==> config.mk <==
export PLATFORM = sky130hd
export DESIGN_NAME = windowed_free_running_watchdog
export DESIGN_NICKNAME = d
export VERILOG_FILES = /design/src/core/wdg_pkg.sv /design/src/core/wdg_prescaler.sv /design/src/core/windowed_free_running_watchdog.sv
export VERILOG_INCLUDE_DIRS = /design/src /design/src/core
export SDC_FILE = /design/constraint.sdc
export NUM_CORES = 1
export LEC_CHECK = 0
export BUFFER_PORTS_ARGS = -buffer_cell sky130_fd_sc_hd__buf_2
export CAP_MARGIN = 20
export CELL_PAD_IN_SITES_DETAIL_PLACEMENT = 1
export CELL_PAD_IN_SITES_GLOBAL_PLACEMENT = 1
export CORE_UTILIZATION = 41
export CTS_CLUSTER_SIZE = 12
export DETAILED_ROUTE_END_ITERATION = 12
export HOLD_SLACK_MARGIN = 0.02
export PLACE_DENSITY = 0.8
export SYNTH_ARGS = -nofsm -noshare
export SYNTH_HDL_FRONTEND = slang
export SYNTH_SLANG_ARGS = --single-unit
==> constraint.sdc <==
create_clock -name clk -period 2.4 [get_ports clk]
set_input_delay 0.24 -clock clk [delete_from_list [all_inputs] [get_ports clk]]
set_output_delay 0.24 -clock clk [all_outputs]
set_load 0.02 [all_outputs]
==> src/core/wdg_map.svh <==
// register layout, reset values and timing constants of the watchdog
`ifndef WDG_MAP_SVH
`define WDG_MAP_SVH
`define WDG_CTRL_RESET 8'h7F
`define WDG_ACT_POS 7
`define WDG_TOP_POS 6
`define WDG_ROLL_COUNT 7'h40
`define WDG_PRESCALE_CYCLES 16384
`define WDG_PRESCALE_W 14
`define WDG_RST_PULSE_NS 500
`define WDG_CLK_PERIOD_NS 50
`define WDG_RST_PULSE_CYCLES ((`WDG_RST_PULSE_NS + `WDG_CLK_PERIOD_NS - 1) / `WDG_CLK_PERIOD_NS)
`define WDG_PULSE_W 4
`define WDG_TB_2MS_MSB 4
`define WDG_TB_2MS_LSB 59
`define WDG_TB_4MS_MSB 8
`define WDG_TB_4MS_LSB 53
`define WDG_TB_10MS_MSB 20
`define WDG_TB_10MS_LSB 35
`define WDG_TB_25MS_MSB 49
`define WDG_TB_25MS_LSB 54
`endif

==> src/core/wdg_pkg.sv <==
// types shared by the watchdog files
package wdg_pkg;
    typedef struct packed {
        logic activation_bit;
        logic [6:0] count;
    } watchdog_ctrl_t;
    typedef struct packed {
        logic [5:0] msb_const;
        logic [5:0] lsb_const;
    } timebase_consts_t;
    typedef enum logic [1:0] {RUN, PULSE} rst_state_t;
endpackage

==> src/core/wdg_prescaler.sv <==
// free-running prescaler giving one tick per 16384 clocks
`timescale 1ns/1ps
`default_nettype none
`include "wdg_map.svh"
module wdg_prescaler
(
    input wire logic clk,
    input wire logic arst_n,
    input wire logic run,
    output logic tick
);
    logic [`WDG_PRESCALE_W-1:0] cnt_q;
    // never cleared by register writes, so timeout has min and max
    always_ff @(posedge clk or negedge arst_n)
    begin
        if (!arst_n)
            cnt_q <= '0;
        else if (run)
            cnt_q <= cnt_q + 1'b1;
    end
    assign tick = run && (cnt_q == {`WDG_PRESCALE_W{1'b1}});
endmodule
`default_nettype wire

==> src/core/windowed_free_running_watchdog.sv <==
// watchdog: control register, down-counter and chip reset request
// Function
// - counter decrements once every 16384 oscillator cycles
// - active and count crosses 40h to 3Fh: reset pin low about 500 ns
// - counter keeps counting even when watchdog not active
// - lower six count bits set the timeout in 64 steps
// - register write never clears the prescaler
// - disabled after reset unless hardware watchdog option set; once active only reset deactivates it
// - write with activation set and top bit clear resets at once
// - halt instruction while active causes reset, per halt option
// - option chooses whether halt causes a watchdog reset
// - option selects hardware watchdog mode
// - timebase select gives prescaler phase constants 4/59 8/53 20/35 49/54
// - minimum timeout formula uses 16384 per count and (192+low)*64
// - register resets to 7Fh
// - activation bit set by software, cleared only by reset
// - hardware watchdog mode: always active, activation bit ignored
`timescale 1ns/1ps
`default_nettype none
`include "wdg_map.svh"
module windowed_free_running_watchdog
    import wdg_pkg::*;
(
    input wire logic clk,
    input wire logic arst_n,
    input wire logic ctrl_wr,
    input wire logic [7:0] ctrl_wdata,
    input wire logic halt_exec,
    input wire logic halt_reset_option,
    input wire logic hw_watchdog_option,
    input wire logic active_halt,
    input wire logic [1:0] timebase_select,
    output logic [7:0] ctrl_rdata,
    output logic reset_n_out,
    output logic reset_req,
    output logic [5:0] tb_msb_const,
    output logic [5:0] tb_lsb_const
);
    watchdog_ctrl_t ctrl_q;
    watchdog_ctrl_t ctrl_d;
    rst_state_t state_q;
    rst_state_t state_d;
    logic [`WDG_PULSE_W-1:0] pulse_q;
    logic [`WDG_PULSE_W-1:0] pulse_d;
    logic prescale_run;
    logic tick;
    logic active;
    logic wr_act_bit;
    logic wr_top_bit;
    logic [`WDG_TOP_POS:0] wr_count;
    logic [`WDG_TOP_POS:0] dec_count;
    logic at_roll_value;
    logic running;
    logic wr_fire;
    logic roll_fire;
    logic halt_fire;
    logic fire;
    logic pulse_done;
    logic reset_n_out_d;
    logic reset_req_d;
    timebase_consts_t tb_c;

    // phase constants for the timebase, used in timeout estimation
    function automatic timebase_consts_t tb_lookup(input logic [1:0] sel);
        unique case (sel)
            2'b00: tb_lookup = '{6'(`WDG_TB_2MS_MSB), 6'(`WDG_TB_2MS_LSB)};
            2'b01: tb_lookup = '{6'(`WDG_TB_4MS_MSB), 6'(`WDG_TB_4MS_LSB)};
            2'b10: tb_lookup = '{6'(`WDG_TB_10MS_MSB), 6'(`WDG_TB_10MS_LSB)};
            2'b11: tb_lookup = '{6'(`WDG_TB_25MS_MSB), 6'(`WDG_TB_25MS_LSB)};
        endcase
    endfunction

    // active-halt freezes the prescaler and with it the counter
    assign prescale_run = !active_halt;

    // prescaler is free running; register writes never reset it
    wdg_prescaler u_pre (
        .clk(clk),
        .arst_n(arst_n),
        .run(prescale_run),
        .tick(tick)
    );

    // write data split into its fields
    assign wr_act_bit = ctrl_wdata[`WDG_ACT_POS];
    assign wr_top_bit = ctrl_wdata[`WDG_TOP_POS];
    assign wr_count = ctrl_wdata[`WDG_TOP_POS:0];

    // armed by the software bit, or by the hardware option which ignores that bit
    assign active = ctrl_q.activation_bit || hw_watchdog_option;

    // one step down, and the value whose step clears the top bit
    assign dec_count = ctrl_q.count - 1'b1;
    assign at_roll_value = (ctrl_q.count == `WDG_ROLL_COUNT);

    // firing conditions; a write in the same cycle as a tick wins
    assign roll_fire = active && tick && !ctrl_wr && at_roll_value;
    assign wr_fire = ctrl_wr && (wr_act_bit || active) && !wr_top_bit;
    assign halt_fire = active && halt_exec && halt_reset_option;

    // requests raised while a pulse runs are dropped, so pulses never overlap
    assign running = (state_q == RUN);
    assign fire = running && (roll_fire || wr_fire || halt_fire);
    assign pulse_done = (pulse_q == '0);

    // phase constants of the selected timebase
    assign tb_c = tb_lookup(timebase_select);

    // next values of the registered reset outputs
    assign reset_n_out_d = (state_d != PULSE);
    assign reset_req_d = fire;

    // register next value: a write replaces the count, otherwise a tick steps it
    always_comb
    begin
        ctrl_d = ctrl_q;
        if (ctrl_wr)
        begin
            ctrl_d.count = wr_count;
            ctrl_d.activation_bit = ctrl_q.activation_bit | wr_act_bit;
        end
        else if (tick)
            ctrl_d.count = dec_count;
    end

    // reset pulse sequencer; an illegal state code falls back to idle
    always_comb
    begin
        state_d = state_q;
        pulse_d = pulse_q;
        unique case (state_q)
            RUN:
                if (fire)
                begin
                    state_d = PULSE;
                    pulse_d = `WDG_PULSE_W'(`WDG_RST_PULSE_CYCLES - 1);
                end
            PULSE:
                if (pulse_done)
                    state_d = RUN;
                else
                    pulse_d = pulse_q - 1'b1;
            default:
                state_d = RUN;
        endcase
    end

    // control register; chip reset reinitialises it through arst_n
    always_ff @(posedge clk or negedge arst_n)
    begin
        if (!arst_n)
            ctrl_q <= `WDG_CTRL_RESET;
        else
            ctrl_q <= ctrl_d;
    end

    // sequencer state
    always_ff @(posedge clk or negedge arst_n)
    begin
        if (!arst_n)
            state_q <= RUN;
        else
            state_q <= state_d;
    end

    // pulse length counter
    always_ff @(posedge clk or negedge arst_n)
    begin
        if (!arst_n)
            pulse_q <= '0;
        else
            pulse_q <= pulse_d;
    end

    // readback copy of the control register
    always_ff @(posedge clk or negedge arst_n)
    begin
        if (!arst_n)
            ctrl_rdata <= `WDG_CTRL_RESET;
        else
            ctrl_rdata <= ctrl_d;
    end

    // reset pin, high while idle
    always_ff @(posedge clk or negedge arst_n)
    begin
        if (!arst_n)
            reset_n_out <= 1'b1;
        else
            reset_n_out <= reset_n_out_d;
    end

    // one-cycle request into the chip reset logic
    always_ff @(posedge clk or negedge arst_n)
    begin
        if (!arst_n)
            reset_req <= 1'b0;
        else
            reset_req <= reset_req_d;
    end

    // upper timebase constant for timeout estimation
    always_ff @(posedge clk or negedge arst_n)
    begin
        if (!arst_n)
            tb_msb_const <= '0;
        else
            tb_msb_const <= tb_c.msb_const;
    end

    // lower timebase constant for timeout estimation
    always_ff @(posedge clk or negedge arst_n)
    begin
        if (!arst_n)
            tb_lsb_const <= '0;
        else
            tb_lsb_const <= tb_c.lsb_const;
    end

endmodule
`default_nettype wire

# ---- Word-level counts from Yosys, hierarchy flattened
# Index checks and enable logic that the tools add are counted.
dict set report op_classes {
  muxes 10
  add_sub_neg 3
  n_reduce_logical 21
  bitwise_logic 1
  eq_ne 9
}
# operator n
set ops {}
lappend ops {{$pmux 12 s4} 1}
lappend ops {{$add 14x1->14 const B} 1}
lappend ops {{$eq 14x14->1 const B} 1}
lappend ops {{$mux 7} 2}
lappend ops {{$logic_and 1x1->1} 9}
lappend ops {{$mux 4} 2}
lappend ops {{$pmux 4 s2} 1}
lappend ops {{$eq 7x7->1 const B} 1}
lappend ops {{$sub 7x1->7 const B} 1}
lappend ops {{$eq 2x1->1 const B} 2}
lappend ops {{$eq 2x2->1 const B} 2}
lappend ops {{$logic_not 2->1} 2}
lappend ops {{$logic_not 4->1} 1}
lappend ops {{$logic_or 1x1->1} 4}
lappend ops {{$mux 2} 2}
lappend ops {{$ne 2x1->1 const B} 2}
lappend ops {{$pmux 2 s2} 1}
lappend ops {{$sub 4x1->4 const B} 1}
lappend ops {{$logic_not 1->1} 3}
lappend ops {{$reduce_and 3->1} 1}
lappend ops {{$ne 2x2->1 const B} 1}
lappend ops {{$reduce_bool 2->1} 1}
lappend ops {{$mux 1} 1}
lappend ops {{$or 1x1->1} 1}
dict set report word_totals {
  ff_bits 50
}

# ---- Logic depth before layout (Yosys ltp)
dict set report logic_depth {
  depth_word 11
  ltp_mapped 6
  ltp_nobuf 6
}

# ---- Modules after synthesis
# From an unflattened synthesis, not the netlist that was laid out.
dict set report hier_totals {
  hier_cells 153
  hier_area_um2 1759.2
}
# module cells_each seq_area_each_um2 instances area_each_um2
set by_module_without_submodules {}
lappend by_module_without_submodules {windowed_free_running_watchdog 105 660.6 1 1158.6}
lappend by_module_without_submodules {wdg_prescaler 48 350.3 1 600.6}

# ---- Worst setup path before layout
# OpenSTA, ideal clock, no wires.
dict set report synth_path {
  kind {reg-to-reg}
  startpoint {register u_pre.cnt_q[0]}
  endpoint {register ctrl_rdata[3]}
  path_slack_ns 0.310
  setup_ns 0.077
  arrival_time_ns 2.013
  t_required_ns 2.323
  n_path_buf 1
  stages_incl_launch_ff 7
  path_cell_list {dfrtp_1 -> ha_1 -> nand4b_4 -> or4_1 -> buf_2 -> or4_1 -> a31oi_1}
}
dict set report synth_between {
  elab_chain_cells 4
}
# element line
set synth_rtl {}
lappend synth_rtl {{start, declared} wdg_prescaler.sv:12} ;# logic [`WDG_PRESCALE_W-1:0] cnt_q;
lappend synth_rtl {{start signal, assigned} wdg_prescaler.sv:19} ;# cnt_q <= cnt_q + 1'b1;
lappend synth_rtl {{$eq 14x14->1} wdg_prescaler.sv:21} ;# assign tick = run && (cnt_q == {`WDG_PRESCALE_W{1'b1}});
lappend synth_rtl {{$logic_and 1x1->1} wdg_prescaler.sv:21}
lappend synth_rtl {{$mux 7} windowed_free_running_watchdog.sv:122} ;# else if (tick)
lappend synth_rtl {{$mux 7} windowed_free_running_watchdog.sv:117} ;# if (ctrl_wr)
lappend synth_rtl {{end signal, assigned} windowed_free_running_watchdog.sv:179} ;# ctrl_rdata <= `WDG_CTRL_RESET;
lappend synth_rtl {{end signal, assigned} windowed_free_running_watchdog.sv:181} ;# ctrl_rdata <= ctrl_d;
lappend synth_rtl {{end, declared} windowed_free_running_watchdog.sv:33} ;# output logic [7:0] ctrl_rdata,
# Every way passes these cells.
# A chain may end at the register's enable or synchronous reset.

# ---- Final worst setup path
# Same ends and word-level chain as after synthesis.

==> results by stage <==
Critical path:
- The delay of the slowest cell on the worst path is 0.62 ns.
- At the worst endpoint, the arrival time is 2.41 ns.
- The critical setup path kind is reg2reg.
- The signal on the critical path passes through ha_1 -> nand4b_4 -> or4_4 -> or4_1 -> a31oi_1.
- The largest individual stage delay along the critical path comes from the cell or4_4.
- The kind of cell with the highest combined delay on the critical path is simple AND/OR/NAND/NOR gates.
- The number of buffer and inverter instances along the worst setup path is 0.
- In this run the worst path has a maximum fanout of 7.
- STA classifies the critical path startpoint as a flip-flop.
- STA classifies the critical path endpoint as a flip-flop.
- The required arrival time at the worst endpoint is 2.62 ns.

Drt:
- Using the TritonRoute via totals, the vias-per-cell ratio works out to 5.254.
- The routed layout has 1345 vias.
- The number of detailed-routing iterations run before antenna repair is 4.
- The average wire per cell in the routed design is between 15 and 20 um.
- The number of DRC violations after detailed routing is 0.
- The initial DRC count is 35.
- The routed design has 4023 um of wire.
- The count of nets left with antenna violations once routing finished came out at 0.

Yosys:
- The most instantiated flip-flop cell in the synthesis netlist is dfrtp_1.
- The count of state elements after synthesis is 40.
- Each instance of the synthesized netlist takes up on average 11.02 sq um.
- The instance count of the mapped netlist is 165.
- The sequential cell area fraction in the yosys report is between 50% and 60%.
- After synthesis the cells add up to roughly 0.0018 sq mm.
- The count of warnings emitted by yosys is 0.
- The distinct cell type count after synthesis is 40.
- The share of flip-flops with an asynchronous set or reset is 100.0%.
- The number of enable flip-flop cells after synthesis is 0.

Clock network:
- The buffer depth of the longest clock path is 2.
- The number of sinks handled by clock tree synthesis is 40.
- The cell chosen for the clock root is clkbuf_8.
- Clock-pin slew was measured on the worst setup and hold paths at 0.08 ns.
- The count of hold buffers inserted by post-cts repair is 0.
- The clock latency on the worst-skew pair is 0.30 ns.
- In this run, CTS created clock tree buffers numbering 5.
- The total number of H-tree levels is 2.
- The TritonCTS clock tree is done.

GRT:
- The sum of overflow across all layers after global routing is 0.
- Global routing used 5.428% of the available met3 tracks.
- The first global-routing pass estimated roughly 6700 um of wire.
- The via count of the first global-routing pass is around 1400.
- The number of antenna violations at the first check in global routing came to 0.
- Entering global routing, the biggest net connects 41 pins.
- Global routing used 35.78% of the available met2 tracks.
- The busiest layer in global routing is met2.
- Global routing used 20.38% of the available tracks.
- Global routing used 22.89% of the available met1 tracks.

Timing:
- The minimum setup slack in the final design is 0.2099 ns.
- The number of endpoints with negative hold slack in the final report came to 0.
- At the pin with the least slew margin, the transition time is ~0.9 ns.
- The worst clock skew is 0.008232 ns.
- The count of pins over their slew limit is 0.
- The upper clock frequency limit is 456.6 MHz.
- The setup violation total in the final timing report is 0.
- After layout, the worst path uses 91.25% of the clock period.
- The final total negative setup slack is 0 ns.
- The post-layout minimum cycle time is 2.190 ns.
- The worst pin sits at a relative slew slack of 41.47%.
- Setup repair after global routing left no endpoint under its margin.

Die:
- The number of top-level pins is 39.
- The core region is 0.004115 sq mm.
- The effective utilization at floorplan is roughly 44%.
- The floorplan has 23 rows.
- In this run the vertical extent of the chip is 68.59 um.
- The overall die width is 68.59 um.
- The die covers 0.004705 sq mm.

Place:
- The detailed placer's ending HPWL is between 2000 and 3000 um.
- Buffers placed on the I/O ports in this run total 37.
- Routability-driven placement finished with a final weighted congestion of 0.6860.
- The minimum setup slack after placement is 0.1164 ns.

Finish:
- After filler insertion, the fill cell instance count of the layout stands at ~480.
- The number of diodes is 0.
- The area growth from synthesis to layout is 18.86%.
- The net count reported at finish is ~230.
- Of the cells placed in the final design, the portion with a size suffix greater than 1 is slightly below 30%.

Pwr:
- IR analysis of the VDD net gives a maximum drop of 0.0004252 V.
- The reported leakage power is 1.026 nW.
- The total power density per cell area is 839.4 mW/mm^2.

Status:
- The run finished with clean final reports.

Flow run:
- Max-cap violations in this run came to 0.

Worst hold path:
- The worst min-delay path class is in2async.
layer usage:
| layer | up-vias | share of wire (%) |
|---|---|---|
| met5 | - | 0 |
| met3 | 7 | 4.5 |
| li1 | 642 | - |
| met4 | 0 | 1.9 |
| met2 | 38 | 51 |
| met1 | 658 | 42 |
through the flow:
step | hold WS, ns | util [%] | instances | total power [mW] | cell area, sq um
6_report | 0.05237 | 52.51 | 256 | 1.814 | 2161
2_1_floorplan | -0.05559 | - | 166 | 1.146 | 1822
3_5_place_dp | 0.4007 | 49.71 | 248 | 1.274 | 2046
3_3_place_gp | 0.3851 | 49.71 | 248 | 1.233 | 2046
5_1_grt | 0.08950 | 52.51 | 256 | 1.923 | 2161
4_1_cts | 0.08099 | 52.42 | 256 | 1.839 | 2157
synthesized netlist by cell type, types with 4 or more instances:
cell | number | area (sq um)
dfrtp_1 | 32 | 800.8
dfstp_2 | 8 | 210.2
ha_1 | 5 | 62.56
inv_1 | 12 | 45.04
nand2_1 | 11 | 41.29
nand3_1 | 7 | 35.03
nor2_1 | 11 | 41.29
nor3_1 | 6 | 30.03
nor4_1 | 4 | 25.02
o21ai_0 | 4 | 20.02
xnor2_1 | 11 | 96.34
xor2_1 | 6 | 52.55
path summary, 6_finish.rpt:
| check | start | to | slack (ns) | cells past startpoint |
|---|---|---|---|---|
| max in group asynchronous | arst_n | u_pre.cnt_q[3] | 1.79 | 1 |
| worst min-delay path | arst_n | ctrl_q[7] | 0.05 | 1 |
| worst min register to register | u_pre.cnt_q[11] | u_pre.cnt_q[11] | 0.48 | 1 |
| worst max-delay path | u_pre.cnt_q[0] | ctrl_rdata[3] | 0.21 | 5 |
| min in group clk | timebase_select[1] | tb_msb_const[4] | 0.09 | 1 |
| worst max register to register | u_pre.cnt_q[0] | ctrl_rdata[3] | 0.21 | 5 |
report_power, final:
group / internal, mW / switching, mW / total, mW
combinational: 0.158 / 0.189 / 0.347
clock: 0.308 / 0.244 / 0.552
sequential: 0.792 / 0.122 / 0.915
total: 1.26 / 0.556 / 1.81
cells in the final DEF (no fill, tap or decap), drive strengths merged, types with 5 or more instances in the layout:
cell type and count:
nor3 6, nand2 11, nand3 7, buf 38, clkbuf 5, dfstp 8
inv 12, xnor2 11, dfrtp 32, xor2 6, ha 5, nor2 11
cells by family (layout without fill, tap and decap cells):
group	Yosys count	count (layout)	share of synthesized area, %
AND/OR/NAND/NOR	63	63	19.89
flip-flops	40	40	55.61
AO/OA/AOI/OAI	18	18	7.020
buffers and inverters	18	58	4.197
XOR/XNOR	17	17	8.190
adder cells (fa/ha/maj)	5	5	3.441
other	2	3	0.4131
multiplexers	2	2	1.239
flip-flops by register name, indices dropped and copies added (netlist names):
signal / count
reset_req: 1
pulse_q: 4
reset_n_out: 1
ctrl_q: 1
tb_lsb_const: 6
ctrl_rdata: 7
u_pre.cnt_q: 14
tb_msb_const: 4
state_q: 2
timing repair:
| item | in CTS | in global routing |
|---|---|---|
| endpoints found under the setup margin | 0 | 1 |
| gates resized for setup | 0 | 1 |
| buffers inserted | 0 | 0 |
final cells by class:
type | instances | area (sq um) | area share (%)
clock inverter | 3 | 42.54 | 1.969
multi-input combinational | 108 | 738.2 | 34.16
tap | 50 | 62.56 | 2.895
inverter | 12 | 45.04 | 2.085
clock buffer | 5 | 68.82 | 3.185
sequential | 40 | 1011 | 46.79
timing repair buffer | 38 | 192.7 | 8.917
No activity file was read; power rests on OpenSTA's default activity.
